===== config.mk =====
export PLATFORM = sky130hd
export DESIGN_NAME = imui_top
export DESIGN_NICKNAME = d
export VERILOG_FILES = /design/src/imui_pkg.sv /design/src/imui_edge_if.sv /design/src/imui_edge_det.sv /design/src/imui_top.sv
export VERILOG_INCLUDE_DIRS = /design/src
export SDC_FILE = /design/constraint.sdc
export NUM_CORES = 1
export LEC_CHECK = 0
export ABC_AREA = 1
export ABC_CLOCK_PERIOD_IN_PS = 1450
export BUFFER_PORTS_ARGS = -buffer_cell sky130_fd_sc_hd__buf_2
export CORE_MARGIN = 5
export CORE_UTILIZATION = 41
export DETAILED_ROUTE_END_ITERATION = 16
export PLACE_DENSITY = 0.78
export SLEW_MARGIN = 20
export SYNTH_ARGS = -nofsm -noshare
export SYNTH_HDL_FRONTEND = slang
export SYNTH_HIERARCHICAL = 1
export SYNTH_SLANG_ARGS = --single-unit

===== constraint.sdc =====
create_clock -name i_clk -period 1.45 [get_ports i_clk]
set_clock_uncertainty 0.1 [all_clocks]
set_input_delay 0 -clock i_clk [delete_from_list [all_inputs] [get_ports i_clk]]
set_output_delay 0 -clock i_clk [all_outputs]
set_load 0.02 [all_outputs]

===== src/imui_cfg.svh =====
// Constants for the interrupt mask and request unit
`ifndef IMUI_CFG_SVH
`define IMUI_CFG_SVH
`define IMUI_MASK_RESET 8'h00
`define IMUI_REQ_RESET 6'h00
`define IMUI_MASK_VALID 8'hbf
`define IMUI_GLOBAL_BIT 7
`define IMUI_NUM_LEVELS 6
`define IMUI_VEC_BASE 8'h02
`define IMUI_SRC_UNCOND 6'h3f
`define IMUI_EXT_FALL_A_LVL 1
`define IMUI_EXT_FALL_B_LVL 3
`define IMUI_EXT_RISE_A_LVL 4
`endif


===== src/imui_pkg.sv =====
// Types shared by the interrupt mask and request unit
package imui_pkg;
    typedef logic [5:0] imui_lvl_t;
    typedef logic [2:0] imui_idx_t;
endpackage


===== src/imui_edge_if.sv =====
// Edge events from a pin detector to the request logic
`timescale 1ns/1ps
`default_nettype none
interface imui_edge_if;
    logic rise;
    logic fall;
    modport src (output rise, output fall);
    modport dst (input rise, input fall);
endinterface
`default_nettype wire


===== src/imui_edge_det.sv =====
// Synchronised edge detector for one external request pin
`timescale 1ns/1ps
`default_nettype none
module imui_edge_det
(
    input wire logic i_clk,
    input wire logic i_reset,
    input wire logic i_pin,
    imui_edge_if.src edge_o
);
    logic sync1_reg;
    logic sync2_reg;
    logic prev_reg;
    logic [2:0] valid_reg;

    // Valid shift keeps a pin that sits high at reset from looking like a rising edge
    always_ff @(posedge i_clk)
    begin
        if (i_reset)
        begin
            sync1_reg <= 1'b0;
            sync2_reg <= 1'b0;
            prev_reg <= 1'b0;
            valid_reg <= 3'h0;
        end
        else
        begin
            sync1_reg <= i_pin;
            sync2_reg <= sync1_reg;
            prev_reg <= sync2_reg;
            valid_reg <= {valid_reg[1:0], 1'b1};
        end
    end

    assign edge_o.rise = valid_reg[2] & sync2_reg & ~prev_reg;
    assign edge_o.fall = valid_reg[2] & ~sync2_reg & prev_reg;
endmodule
`default_nettype wire


===== src/imui_top.sv =====
// Interrupt mask and request unit: request flags, mask, priority and vector
//
// Behaviour
// - Mask bits 0 to 5 each enable the request level of the same number; a level with a 0 bit is never taken.
// - Mask bit 7 is the global enable; with it clear no request is taken at all.
// - The global-on instruction sets bit 7 and the global-off instruction clears it.
// - Taking an interrupt clears bit 7, and the return-from-service instruction sets it again.
// - Reset clears both the mask and the request flags.
// - Software may write the request flags at any time and such a request is masked and serviced like a hardware one.
// - A request is taken only with global and level enable set and no higher enabled request pending, through its vector.
// - A software write to the request flags wins, and a hardware set in the same cycle is lost.
// - Some internal sources always set their flag while others set it only when configured to.
// - Once the global enable is set inside a service routine, a higher enabled request may interrupt it.
// - Six levels with level 0 highest; level n vectors to location 2+2n, from 2,3 up to C,D.
// - External sources set their flag on one pin transition: pin A falling sets level 1, pin B falling level 3, pin A rising level 4.
`timescale 1ns/1ps
`default_nettype none
`include "imui_cfg.svh"
module imui_top
    import imui_pkg::*;
#(
    parameter int NUM_LEVELS = `IMUI_NUM_LEVELS,
    parameter imui_lvl_t SRC_UNCOND = `IMUI_SRC_UNCOND
)
(
    input wire logic i_clk,
    input wire logic i_reset,
    input wire logic i_mask_wr,
    input wire logic i_req_wr,
    input wire logic [7:0] i_wdata,
    output logic [7:0] o_mask_rdata,
    output logic [7:0] o_req_rdata,
    input wire logic i_global_on_op,
    input wire logic i_global_off_op,
    input wire logic i_return_from_service_op,
    input wire logic i_ack,
    output logic o_irq_pending,
    output logic [7:0] o_vector,
    input wire logic [5:0] i_periph_event,
    input wire logic [5:0] i_periph_arm,
    input wire logic i_pin_a,
    input wire logic i_pin_b
);
    generate
        if (NUM_LEVELS != 6)
        begin : g_bad_levels
            $error("imui_top serves exactly six request levels");
        end
    endgenerate

    // Lowest set index wins: level 0 is the highest priority
    function automatic imui_idx_t imui_pick(input imui_lvl_t v);
        imui_idx_t idx;
        idx = 3'h0;
        for (int i = 5; i >= 0; i--)
        begin
            if (v[i])
            begin
                idx = 3'(i);
            end
        end
        return idx;
    endfunction

    function automatic imui_lvl_t imui_onehot(input imui_idx_t idx);
        return imui_lvl_t'(6'h01 << idx);
    endfunction

    imui_edge_if edge_a ();
    imui_edge_if edge_b ();

    imui_edge_det u_edge_a
    (
        .i_clk(i_clk),
        .i_reset(i_reset),
        .i_pin(i_pin_a),
        .edge_o(edge_a)
    );

    imui_edge_det u_edge_b
    (
        .i_clk(i_clk),
        .i_reset(i_reset),
        .i_pin(i_pin_b),
        .edge_o(edge_b)
    );

    logic [7:0] mask_reg;
    logic [7:0] mask_next;
    imui_lvl_t req_reg;
    imui_lvl_t req_next;
    logic irq_reg;
    imui_idx_t level_reg;
    logic [7:0] vector_reg;
    imui_lvl_t sel_reg;

    wire imui_lvl_t ext_set = imui_onehot(3'(`IMUI_EXT_FALL_A_LVL)) & {6{edge_a.fall}}
                            | imui_onehot(3'(`IMUI_EXT_FALL_B_LVL)) & {6{edge_b.fall}}
                            | imui_onehot(3'(`IMUI_EXT_RISE_A_LVL)) & {6{edge_a.rise}};
    wire imui_lvl_t periph_set = i_periph_event & (SRC_UNCOND | i_periph_arm);
    wire imui_lvl_t hw_set = ext_set | periph_set;
    wire logic global_en = mask_reg[`IMUI_GLOBAL_BIT];
    // Selection follows the live mask, so re-enabling inside a routine lets a higher level in
    wire imui_lvl_t sel_vec = req_reg & mask_reg[5:0] & {6{global_en}};
    wire logic sel_any = |sel_vec;
    wire imui_idx_t sel_idx = imui_pick(sel_vec);
    wire logic taken = i_ack & irq_reg;
    wire imui_lvl_t ack_clr = taken ? imui_onehot(level_reg) : 6'h00;

    // Hardware set wins over the acknowledge clear; a software write wins over both
    assign req_next = i_req_wr ? i_wdata[5:0] : ((req_reg & ~ack_clr) | hw_set);

    always_comb
    begin
        mask_next = mask_reg;
        if (i_mask_wr)
        begin
            mask_next = i_wdata & `IMUI_MASK_VALID;
        end
        else if (taken)
        begin
            mask_next[`IMUI_GLOBAL_BIT] = 1'b0;
        end
        else if (i_global_on_op | i_return_from_service_op)
        begin
            mask_next[`IMUI_GLOBAL_BIT] = 1'b1;
        end
        else if (i_global_off_op)
        begin
            mask_next[`IMUI_GLOBAL_BIT] = 1'b0;
        end
    end

    always_ff @(posedge i_clk)
    begin
        if (i_reset)
        begin
            mask_reg <= `IMUI_MASK_RESET;
            req_reg <= `IMUI_REQ_RESET;
            irq_reg <= 1'b0;
            level_reg <= 3'h0;
            vector_reg <= `IMUI_VEC_BASE;
            sel_reg <= 6'h00;
        end
        else
        begin
            mask_reg <= mask_next;
            req_reg <= req_next;
            // Drop the request in the acknowledge cycle so it is not taken twice
            irq_reg <= sel_any & ~taken;
            level_reg <= sel_idx;
            vector_reg <= `IMUI_VEC_BASE + {4'h0, sel_idx, 1'b0};
            sel_reg <= sel_vec;
        end
    end

    assign o_mask_rdata = mask_reg;
    assign o_req_rdata = {2'b00, req_reg};
    assign o_irq_pending = irq_reg;
    assign o_vector = vector_reg;
endmodule
`default_nettype wire


* After elaboration in Yosys (flattened, before gate mapping)
Index checks and enable logic that the tools add are counted.
Storage, ports and cells: bits in registers 37, input port bits 30, word-level logic and storage cells 55, output and inout bits 25
Operators by class: shift operators 1, mux-type cells 14, bitwise logic cells 21, reductions and logical operators 2, add/subtract/negate cells 1
Operator list (count):
- $and A6 B6 Y6 | 3
- $mux W3 | 6
- $mux W6 | 2
- $and A1 B1 Y1 | 8
- $mux W1 | 6
- $not A6 Y6 | 1
- $or A5 B6 Y6 | 1
- $or A6 B6 Y6 | 1
- $reduce_or A6 Y1 | 1
- $shl A1 B3 Y6 const A | 1
- $add A2 B4 Y5 const A | 1
- $or A4 B5 Y5 | 1
- $not A1 Y1 | 4
- $or A2 B4 Y4 | 1
- $reduce_bool A4 Y1 | 1
- $or A1 B1 Y1 | 1

* Logic depth before layout (Yosys ltp)
Gate-level depths: netlist of run 1.
depth after elaboration 9, gate-level depth with buffers 12, gate-level depth less buffers 12

* Modules after synthesis
The synthesis of run 1 kept the hierarchy.
Modules (own cells, without submodules):
- imui_top | times used 1, sequential area each 420.4 sq um, area each 910.9 sq um, cells an instance 123
- imui_edge_det | times used 2, sequential area each 120.1 sq um, area each 176.4 sq um, cells an instance 21

* Worst setup path after synthesis of run 1
OpenSTA, ideal clock, no wires.
path type register to register, from register mask_reg[7] (netlist: o_mask_rdata[7]), to register vector_reg[3] (netlist: o_vector[3]), data required time 1.235 ns, period minus slack after synthesis 1.595 ns, stages on the path, launching flop included 11, path buffers 0, data arrival time 1.380 ns, setup slack -0.145 ns, setup time 0.115 ns, path through dfxtp_1 > nand3_1 > nand2_1 > nand2_1 > nand2_1 > nand2_1 > nand2_1 > inv_1 > ha_1 > a21oi_1 > nor2_1
On the way: word-level cells in the longest chain between the ends 8
RTL lines:
- start: declaration | RTL line imui_top.sv:88 | logic [7:0] mask_reg;
- start signal: assignment | RTL line imui_top.sv:138 | mask_reg <= `IMUI_MASK_RESET;
- start signal: assignment | RTL line imui_top.sv:147 | mask_reg <= mask_next;
- $and A6 B6 Y6 * | RTL line imui_top.sv:104 | wire imui_lvl_t sel_vec = req_reg & mask_reg[5:0] & {6{global_en}};
- $mux W3 (5 in a row) | RTL line imui_top.sv:57 | if (v[i])
- $mux W3 * | RTL line imui_top.sv:57
- named net sel_idx[0] | RTL line imui_top.sv:106 | wire imui_idx_t sel_idx = imui_pick(sel_vec);
- $add A2 B4 Y5 (no line) *
- end signal: assignment | RTL line imui_top.sv:142 | vector_reg <= `IMUI_VEC_BASE;
- end signal: assignment | RTL line imui_top.sv:152 | vector_reg <= `IMUI_VEC_BASE + {4'h0, sel_idx, 1'b0};
- end: declaration | RTL line imui_top.sv:94 | logic [7:0] vector_reg;
Mark *: on every way through the listed nets, which the timed path passes. The rest lies on a longest branch. A chain may end at the register's enable or synchronous reset.

* Worst setup path in the final report of run 1
from register mask_reg[7] (netlist: o_mask_rdata[7]), to register vector_reg[1] (netlist: o_vector[1])
On the way: word-level cells in the longest chain between the ends 8
RTL lines (RTL line):
- $and A6 B6 Y6 * | imui_top.sv:104
- $mux W3 (5 in a row) | imui_top.sv:57
- $mux W3 * | imui_top.sv:57
- $add A2 B4 Y5 (no line) *
Mark *: on every way between the ends. The rest lies on a longest branch, timed or not.

==> results by group, run 1 <==
GRT
  – Pin count of the biggest net entering global routing: 17
  – Via count of the first global-routing pass: 1247
  – First-pass GRT wire length: 5550 um
  – GRT overflow: 0
  – Number of antenna violations at the first check in global routing: 0
  – Overall routing resource usage: 17.1%

Routing
  – Detailed-route wire length: 3620 um
  – Iter 0 DRT Violations: 76
  – Antenna-violating nets left: 0
  – Met3 WL: 234 um
  – Detailed-routed wire length on met2: 1710 um
  – Router iterations before antenna repair: 4
  – Via/cell ratio: 4.74
  – Average routed wire per standard cell: 12.7 um
  – Via count of the routed design: 1356
  – Highest signal layer in the routed design: met4
  – Post-detailed-route DRC marker count: 0
  – Met1 WL: 1580 um

Cells and area
  – Most frequent standard cell in the layout excluding fill and tap cells: sky130_fd_sc_hd__buf_2
  – Post-layout nets: 283
  – Largest register FFs: 7
  – Number of filler cells placed in the layout: 238
  – Diodes inserted: 0
  – Commonest non-fill, non-tap cells in the layout: sky130_fd_sc_hd__buf_2 (40), sky130_fd_sc_hd__dlygate4sd3_1 (34), sky130_fd_sc_hd__nor2_1 (31)
  – Share of layout cells above drive strength 1: 34.0%
  – Layout area overhead: 60.7%

Critical path
  – R2R Path Start: o_mask_rdata[7]
  – Launching element type of the critical path: register
  – Category of the critical setup timing path: reg -> reg
  – Data arrival time of the critical path: 1.63 ns
  – Required time of the critical path: 1.57 ns
  – Capture point of the worst path: o_vector[1]
  – CP endpoint kind: register
  – Endpoint of the most critical register-to-register path: o_vector[1]
  – Register-to-Register Path Depth: 11
  – Setup slack of the worst register-to-register path: -0.07 ns
  – Origin of the worst setup path: o_mask_rdata[7]
  – Maximum fanout count along the critical path: 6

Timing
  – RSZ-0062 raised after global routing: true
  – Relative slew slack: 63.5%
  – Worst Hold Margin: 0.0727 ns
  – Max Freq: 659 MHz
  – Final hold violations: 0
  – Actual slew at the worst max-slew pin: 0.546 ns
  – Setup violators final: 3
  – Share of the cycle needed by the critical path after routing: 105%
  – Post-route minimum period: 1.52 ns
  – Total count of max-transition violations in the final report: 0
  – Least setup slack across all paths after layout: -0.0666 ns

Floorplan
  – DIE AREA: 4270 um2
  – Placement row count: 20
  – Die span in x: 65.4 um
  – Core footprint: 3000 um2
  – Chip height: 65.4 um
  – Starting density of the core: 41.8%
  – IO Pins: 55

Clock tree
  – Clock tree from TritonCTS: yes
  – Cts bufs inserted: 5
  – Worst-skew pair later-pin latency: 0.34 ns
  – CTS root buffer: sky130_fd_sc_hd__clkbuf_4
  – Buffers from clock root to sink, at most: 2
  – Clock-pin slew of the registers on the worst-case setup and hold paths: 0.10 ns
  – Maximum level of the CTS H-tree: 2
  – Total number of clock tree sinks: 33

Power and ir drop
  – Overall power after layout: 1.92 mW
  – Maximum vdd ir drop: 769 uV
  – Lkg Pwr: 0.991 nW
  – Total power per unit cell area: 953 nW/um2

Status
  – Outcome: finished with violations
  – Violated checks: negative setup slack

Place
  – Total of buffers placed on input and output ports: 40
  – Dpl hpwl: 2140 um
  – Final weighted congestion in routability-driven placement: 0.877

Logic synthesis
  – Syn avg cell area: 7.71 um2
  – Synthesis warning total: 6
  – Number of cells produced by synthesis: 163
  – Post-Syn Area: 1260 um2

Worst hold path
  – Class of the most critical hold timing path: in -> reg

Flow run
  – Max cap viols: 0
what timing repair did:
| item | 4_1_cts | 5_1_grt |
|---|---|---|
| resized for setup | 4 | 17 |
| setup buffers | 6 | 1 |
| setup endpoints to repair | 2 | 5 |
| endpoints found under the hold margin | 30 | 1 |
| pin swaps | 1 | 5 |
| hold buffers | 34 | 1 |
layout make-up:
| cell class | instances | area [um2] | area share (%) |
|---|---|---|---|
| inverter | 22 | 82.6 | 4.09 |
| timing repair buffer | 83 | 612 | 30.3 |
| clock buffer | 7 | 65.1 | 3.22 |
| multi-input combinational | 107 | 539 | 26.7 |
| tap | 33 | 41.3 | 2.05 |
| clock inverter | 1 | 5.00 | 0.248 |
| sequential | 33 | 673 | 33.4 |
where the power goes:
group / internal [mW] / total (mW) / switching (mW) / leakage (nW)
sequential: 0.958 / 0.992 / 0.0342 / 0.276
combinational: 0.161 / 0.340 / 0.180 / 0.674
clock: 0.281 / 0.590 / 0.310 / 0.0413
critical path, stage by stage (launching register included):
cell	delay, ns
sky130_fd_sc_hd__dfxtp_4	0.40
sky130_fd_sc_hd__inv_2	0.04
sky130_fd_sc_hd__nor2_1	0.12
sky130_fd_sc_hd__nand2_1	0.08
sky130_fd_sc_hd__nand2_1	0.07
sky130_fd_sc_hd__nand2_2	0.06
sky130_fd_sc_hd__nand2_2	0.09
sky130_fd_sc_hd__buf_6	0.10
sky130_fd_sc_hd__buf_4	0.09
sky130_fd_sc_hd__buf_4	0.09
sky130_fd_sc_hd__buf_4	0.09
sky130_fd_sc_hd__nand3_1	0.06
layer usage:
| layer | up-vias | track usage (%) |
|---|---|---|
| met5 | - | 0 |
| met3 | 12 | 5.98 |
| met1 | 620 | 20.3 |
| met4 | 0 | 6.99 |
| met2 | 47 | 28.2 |
| li1 | 677 | - |
how the worst min path moves through the flow:
stage	endpoint	slack [ns]	startpoint	depth (start not counted)
floorplan	u_edge_a/valid_reg[0]	-0.04	i_reset	1
finish	o_vector[1]	0.07	i_reset	3
detailed placement	u_edge_b/sync1_reg	0.11	i_pin_b	3
global placement	u_edge_b/sync1_reg	0.1	i_pin_b	3
global route	o_vector[1]	0.12	i_reset	3
CTS	o_vector[1]	0.06	i_reset	3
per-stage QoR:
step / worst slack (ns) / area (um2) / instances / TNS (ns) / util [%]
after floorplan: 0.0490 / 1290 / 170 / 0 / -
after detailed placement: -0.0110 / 1490 / 237 / -0.0110 / 49.5
after global routing: -0.122 / 2020 / 286 / -0.330 / 67.2
final: -0.0666 / 2020 / 286 / -0.153 / 67.2
after global placement: 0.0432 / 1490 / 237 / 0 / 49.5
after CTS: -0.00929 / 1960 / 285 / -0.0170 / 65.2
(Power assumes the default switching activity.)
==> run 2, diff against run 1 <==
- ABC_AREA: 1 -> unset
- CORE_MARGIN: 5 -> 4
- CORE_UTILIZATION: 41 -> 42
- PLACE_DENSITY: 0.78 -> 0.8
- SKIP_LAST_GASP: unset -> 1
==> results by group, run 2 <==
Logic synthesis
  – Number of cells produced by synthesis: 131 (-20%)
  – Post-Syn Area: 1280 um2 (+2.1%)
  – Synthesis warning total: 6 (unchanged)
  – Syn avg cell area: 9.79 um2 (+27%)

Place
  – Dpl hpwl: 2370 um (+11%)
  – Post-placement worst setup slack: -0.0634 ns (-0.0524 ns)
  – Number of placed cells counting well taps: 209 (-12%)
  – Post-DP Area: 1580 um2 (+6.3%)
  – Final weighted congestion in routability-driven placement: 0.833 (-5.0%)
  – Total of buffers placed on input and output ports: 40 (unchanged)

Status
  – Violated checks: negative setup slack
  – Outcome: finished with violations

Routing
  – Iter 0 DRT Violations: 40 (-47%)
  – Post-detailed-route DRC marker count: 0 (unchanged)
  – Router iterations before antenna repair: 4 (unchanged)
  – Antenna-violating nets left: 0 (unchanged)
  – Average routed wire per standard cell: 14.6 um (+15%)
  – Detailed-route wire length: 3550 um (-2.1%)
  – Via/cell ratio: 5.18 (+9.3%)
  – Via count of the routed design: 1259 (-7.2%)

Timing
  – Total count of max-transition violations in the final report: 0 (unchanged)
  – Share of the cycle needed by the critical path after routing: 104% (-0.46 points)
  – Max Freq: 662 MHz (+0.45%)
  – Worst Hold Margin: 0.00805 ns (-0.0646 ns)
  – Setup violators final: 3 (unchanged)
  – RSZ-0062 raised after global routing: true
  – Least setup slack across all paths after layout: -0.0599 ns (+0.00674 ns)
  – Final hold violations: 0 (unchanged)
  – Post-route minimum period: 1.51 ns (-0.00674 ns)

Clock tree
  – CTS root buffer: sky130_fd_sc_hd__clkbuf_4
  – Cts bufs inserted: 5 (unchanged)
  – Maximum level of the CTS H-tree: 2 (unchanged)
  – Setup fix buffers added after clock tree synthesis: 0 (-6)
  – Total number of clock tree sinks: 33 (unchanged)
  – Clock tree from TritonCTS: yes
  – Clock-pin slew of the registers on the worst-case setup and hold paths: 0.10 ns (about the same)
  – Worst-skew pair later-pin latency: 0.32 ns (-0.02 ns)
  – Buffers from clock root to sink, at most: 2 (unchanged)

Cells and area
  – Share of layout cells above drive strength 1: 36.8% (+2.8 points)
  – Cell Count, Final, Fillers Out: 243 (-15%)
  – Layout area overhead: 52.3%
  – Commonest non-fill, non-tap cells in the layout: sky130_fd_sc_hd__buf_2 (40), sky130_fd_sc_hd__dlygate4sd3_1 (26), sky130_fd_sc_hd__dfxtp_1 (23)
  – Most frequent standard cell in the layout excluding fill and tap cells: sky130_fd_sc_hd__buf_2
  – Post-layout nets: 242 (-14%)
  – Diodes inserted: 0 (unchanged)
  – Final instance area: 1950 um2 (-3.2%)
  – Largest register FFs: 7 (unchanged)

Critical path
  – Cell family with most CP delay: compound AO/OA/AOI/OAI gates
  – Category of the critical setup timing path: reg -> reg
  – CP endpoint kind: register
  – Launching element type of the critical path: register
  – Crit-path max cell delay: 0.35 ns (-0.05 ns)
  – Register-to-Register Path Depth: 6 (-5)
  – Worst path bufs/invs: 0 (-5)
  – Ordered list of cells on the worst path: nand2_1 -> a32o_1 -> a32oi_2 -> nor2b_1 -> ha_2 -> nor2b_2
  – Data arrival time of the critical path: 1.63 ns (about the same)
  – Required time of the critical path: 1.57 ns (about the same)
  – Critical-path cell with the highest stage delay: sky130_fd_sc_hd__dfxtp_4
  – Maximum fanout count along the critical path: 3 (-3)
  – Critical path depth: 6 (-5)

Floorplan
  – Core footprint: 2830 um2 (-5.8%)
  – Placement row count: 19 (-5.0%)
  – Chip height: 63.3 um (-3.2%)
  – IO Pins: 55 (unchanged)
  – DIE AREA: 4000 um2 (-6.3%)
  – Die span in x: 63.3 um (-3.2%)
  – Starting density of the core: 45.3% (+3.5 points)

Worst hold path
  – Number of cells on the worst hold path: 3 (unchanged)
  – Class of the most critical hold timing path: in -> reg

Power and ir drop
  – Lkg Pwr: 0.898 nW (-9.5%)
  – Total power per unit cell area: 955 nW/um2 (+0.28%)
  – Maximum vdd ir drop: 737 uV (-4.1%)
  – Overall power after layout: 1.87 mW (-3.0%)

GRT
  – First-pass GRT wire length: 6000 um (+8.1%)
  – Overall routing resource usage: 19.0% (+1.9 points)
  – Number of antenna violations at the first check in global routing: 0 (unchanged)
  – GRT overflow: 0 (unchanged)
  – Pin count of the biggest net entering global routing: 16 (-1)
  – Via count of the first global-routing pass: 1334 (+7.0%)

Flow run
  – Max cap viols: 0 (unchanged)
run 2: cell count changes in the layout (fill, tap and decap cells not counted), sizes merged, moves of 3 or more:
cell / previous run / this run
dlygate4sd3: 34 / 26
a211oi: 0 / 4
a22oi: 0 / 3
a21oi: 9 / 5
and3b: 0 / 4
mux2i: 0 / 6
nand2: 19 / 5
inv: 22 / 3
nor2b: 0 / 16
nor2: 35 / 18
nand3: 8 / 0
o21ai: 21 / 1
run 2: per-stage QoR:
stage / TNS (ns) / utilization, %
global route: -0.209 / 69.0
detailed placement: -0.139 / 55.9
floorplan: -0.0427 / -
finish: -0.0828 / 69.0
CTS: -0.0500 / 68.8
global placement: -0.0174 / 55.9
run 2: final cells by class:
class,count,area [um2]
well taps,31,38.8
clock buffers,7,65.1
inverters,3,11.3
repair buffers,77,543
fillers,218,876
multi-input cells,91,609
flip-flops and latches,33,681
clock inverters,1,5.00
run 2: worst register-to-register path, cell delays in order, from the launching register on:
cell                      delay [ns]
sky130_fd_sc_hd__dfxtp_4        0.35
sky130_fd_sc_hd__nand2_1        0.05
sky130_fd_sc_hd__a32o_1         0.22
sky130_fd_sc_hd__a32oi_2        0.20
sky130_fd_sc_hd__nor2b_1        0.10
sky130_fd_sc_hd__ha_2           0.26
sky130_fd_sc_hd__nor2b_2        0.14
run 2: worst paths after layout:
check | from | endpoint | slack [ns]
max reg2reg | o_mask_rdata[4] | o_vector[2] | -0.06
min reg2reg | u_edge_a/sync1_reg | u_edge_a/sync2_reg | 0.35
max | o_mask_rdata[4] | o_vector[2] | -0.06
min | i_mask_wr | o_mask_rdata[3] | 0.008
run 2: metal layers:
layer  vias up  part of all wire [%]  track usage, %
li1        603                     -               -
met1       582                    40            21.7
met2        64                    48            33.6
met3        10                   9.1            5.51
met4         0                   2.1            6.74
met5         -                     0               0
run 2: where the power goes:
group	internal, mW	switching [mW]	total, mW
clock	0.281	0.291	0.571
combinational	0.153	0.158	0.311
sequential	0.949	0.0339	0.983
run 2: what timing repair did:
action / CTS / global route
pin swaps: 1 / 2
hold endpoints to repair: 22 / 2
gates resized for setup: 4 / 7
cloned: 0 / 0
hold buffers: 28 / 1
setup endpoints to repair: 3 / 6
==> run 3, diff against run 2 <==
- CORE_UTILIZATION: 42 -> 41
- PLACE_DENSITY: 0.8 -> 0.79
- SYNTH_HIERARCHICAL: 1 -> unset
==> results by group, run 3 <==
Cells and area
  – Final Core Density: 65.4% (-3.7 points)
  – Post-layout nets: 235 (-2.9%)
  – Share of layout cells above drive strength 1: 34.3% (-2.5 points)
  – Final instance area: 1820 um2 (-6.9%)
  – Diodes inserted: 0 (unchanged)
  – Most frequent standard cell in the layout excluding fill and tap cells: sky130_fd_sc_hd__buf_2
  – Layout area overhead: 51.2%
  – Largest register FFs: 7 (unchanged)
  – Commonest non-fill, non-tap cells in the layout: sky130_fd_sc_hd__buf_2 (40), sky130_fd_sc_hd__dlygate4sd3_1 (29), sky130_fd_sc_hd__dfxtp_1 (22)

Place
  – Total of buffers placed on input and output ports: 40 (unchanged)
  – Post-DP Area: 1460 um2 (-7.8%)
  – Final weighted congestion in routability-driven placement: 0.852 (+2.2%)
  – Dpl hpwl: 2050 um (-13%)
  – Post-placement worst setup slack: -0.0603 ns (+0.00306 ns)

Critical path
  – Required time of the critical path: 1.56 ns (about the same)
  – Category of the critical setup timing path: reg -> reg
  – Maximum fanout count along the critical path: 2 (-1)
  – CP endpoint kind: register
  – Launching element type of the critical path: register
  – Data arrival time of the critical path: 1.62 ns (about the same)
  – Register-to-Register Path Depth: 6 (unchanged)

Power and ir drop
  – Maximum vdd ir drop: 859 uV (+17%)
  – Lkg Pwr: 0.853 nW (-4.9%)
  – Part of the total power dissipated in combinational logic: 19.0% (+2.3 points)
  – Cell internal pwr: 1.21 mW (-13%)
  – Total power per unit cell area: 918 nW/um2 (-3.9%)
  – Sequential cell fraction of total power: 53.9% (+1.2 points)
  – P_sw: 462 uW (-4.2%)
  – Switching power as a share of total power: 27.7% (+1.8 points)
  – Overall power after layout: 1.67 mW (-11%)
  – Clock Power Share: 27.1% (-3.5 points)

Logic synthesis
  – Proportion of synthesized area in mux cells: 4.99%
  – Number of enable-type register cells in the synthesized netlist: 0
  – Commonest register cell after synthesis: sky130_fd_sc_hd__dfxtp_1
  – Count of distinct cell types in the synthesized netlist: 33
  – Number of register bits inferred by synthesis: 30
  – Dominant combinational cell family by area after synthesis: simple AND/OR/NAND/NOR gates
  – Post-Syn Area: 1200 um2 (-6.2%)
  – Synth Area in Compound Gates: 16.5%
  – Number of cells produced by synthesis: 124 (-5.3%)
  – Area contributors post-synth: sky130_fd_sc_hd__dfxtp_1 (50%), sky130_fd_sc_hd__a221oi_1 (5.1%), sky130_fd_sc_hd__mux2i_1 (5.0%)
  – Simple-gate share of the synthesized area: 17.3%
  – Adder-cell area share of the yosys netlist: 1.04%
  – Asr flop ratio synth: 0%
  – Cell type with the largest total area after synthesis: sky130_fd_sc_hd__dfxtp_1
  – Commonest cells post-synth: sky130_fd_sc_hd__dfxtp_1 (30), sky130_fd_sc_hd__nor2_1 (16), sky130_fd_sc_hd__nor2b_1 (9)
  – Share of Yosys cell area claimed by the top area cell type: 49.9%
  – Synthesis warning total: 0 (-6)
  – Fraction of the yosys area taken by sequential cells: 49.9%
  – Xor/xnor share of the synthesized area: 0.728%
  – Library cell with the highest instance count after synthesis: sky130_fd_sc_hd__dfxtp_1
  – Syn avg cell area: 9.70 um2 (-0.95%)

Routing
  – Router iterations before antenna repair: 4 (unchanged)
  – Antenna-violating nets left: 0 (unchanged)
  – Post-detailed-route DRC marker count: 0 (unchanged)
  – Via/cell ratio: 5.33 (+2.8%)
  – Detailed-route wire length: 3360 um (-5.1%)
  – Iter 0 DRT Violations: 59 (+48%)
  – Via count of the routed design: 1252 (-0.56%)
  – Average routed wire per standard cell: 14.3 um (-1.9%)

Timing
  – Post-route minimum period: 1.51 ns (-0.000284 ns)
  – Final hold violations: 1 (+1)
  – Least setup slack across all paths after layout: -0.0596 ns (+0.000284 ns)
  – RSZ-0062 raised after global routing: true
  – Total count of max-transition violations in the final report: 0 (unchanged)
  – Share of the cycle needed by the critical path after routing: 104% (about the same)
  – Max Freq: 662 MHz (about the same)
  – Setup violators final: 2 (-1)
  – Worst Hold Margin: -0.000117 ns (-0.00817 ns)

Clock tree
  – Clock-pin slew of the registers on the worst-case setup and hold paths: 0.09 ns (about the same)
  – CTS root buffer: sky130_fd_sc_hd__clkbuf_4
  – Maximum level of the CTS H-tree: 2 (unchanged)
  – Clock tree from TritonCTS: yes
  – Total number of clock tree sinks: 30 (-9.1%)
  – Buffers from clock root to sink, at most: 2 (unchanged)
  – Cts bufs inserted: 5 (unchanged)
  – Worst-skew pair later-pin latency: 0.32 ns (about the same)

Floorplan
  – Core footprint: 2780 um2 (-1.7%)
  – Die span in x: 62.2 um (-1.7%)
  – IO Pins: 55 (unchanged)
  – Placement row count: 19 (unchanged)
  – Chip height: 62.2 um (-1.7%)
  – Starting density of the core: 43.2% (-2.1 points)
  – DIE AREA: 3860 um2 (-3.5%)

Worst hold path
  – Number of cells on the worst hold path: 3 (unchanged)
  – Class of the most critical hold timing path: in -> reg

GRT
  – GRT overflow: 0 (unchanged)
  – Overall routing resource usage: 18.1% (-0.92 points)
  – Number of antenna violations at the first check in global routing: 0 (unchanged)
  – Via count of the first global-routing pass: 1209 (-9.4%)
  – First-pass GRT wire length: 5500 um (-8.3%)
  – Pin count of the biggest net entering global routing: 11 (-5)

Status
  – Outcome: finished with violations
  – Violated checks: negative hold slack, negative setup slack

Flow run
  – Max cap viols: 0 (unchanged)
-- run 3: final timing paths --
check,startpoint,end,slack [ns]
worst min register to register,u_edge_b.valid_reg[1],u_edge_b.valid_reg[2],0.34
worst min-delay path,i_mask_wr,o_mask_rdata[3],-0.0001
worst max register to register,o_mask_rdata[4],o_vector[2],-0.06
worst max-delay path,o_mask_rdata[4],o_vector[2],-0.06
-- run 3: kinds of logic after synthesis --
logic type / after synthesis
AND/OR/NAND/NOR: 42
flip-flops: 30
AO/OA/AOI/OAI: 22
buffers and inverters: 21
multiplexers: 6
adder cells (fa/ha/maj): 1
other: 1
XOR/XNOR: 1
-- run 3: per-layer routing --
| metal | wire (um) | up-vias | global-route usage (%) |
|---|---|---|---|
| met4 | 145 | 0 | 11.4 |
| met2 | 1630 | 59 | 28.2 |
| li1 | - | 582 | - |
| met3 | 264 | 15 | 6.85 |
| met1 | 1330 | 596 | 20.5 |
| met5 | 0 | - | 0 |
-- run 3: repair_timing --
item                       in CTS  in global routing
resized for setup               2                  3
buffers inserted                2                  0
setup endpoints to repair       2                  3
hold buffers                   30                  0
hold endpoints to repair       16                  0
pin swaps                       1                  1
-- run 3: power by group through the flow --
stage	logic, mW	clock network, mW	registers (mW)
3_5_place_dp	0.241	0	0.916
3_3_place_gp	0.235	0	0.914
5_1_grt	0.344	0.509	0.904
2_1_floorplan	0.120	0	0.950
4_1_cts	0.315	0.461	0.897
6_report	0.317	0.452	0.899
-- run 3: stage by stage --
| step | hold slack, ns | setup TNS [ns] | std cells |
|---|---|---|---|
| global route | 0.0111 | -0.262 | 235 |
| global placement | 0.108 | -0.0538 | 197 |
| CTS | 0.00137 | -0.0990 | 236 |
| finish | -0.000117 | -0.0934 | 235 |
| floorplan | 0.0282 | -0.0187 | 131 |
| detailed placement | 0.115 | -0.113 | 197 |
-- run 3: worst max-delay path: stages, from the launching register on --
cell and delay [ns]:
sky130_fd_sc_hd__dfxtp_4 0.36, sky130_fd_sc_hd__nand2_2 0.04, sky130_fd_sc_hd__a32o_2 0.24, sky130_fd_sc_hd__a32oi_2 0.19
sky130_fd_sc_hd__nor2b_1 0.08, sky130_fd_sc_hd__ha_2 0.24, sky130_fd_sc_hd__nor2b_2 0.14
-- run 3: cell type report --
cell class	count	area, um2
inverter	9	33.8
multi-input combinational	80	527
fill	208	963
sequential	30	616
timing repair buffer	78	558
clock buffer	7	45.0
tap	31	38.8
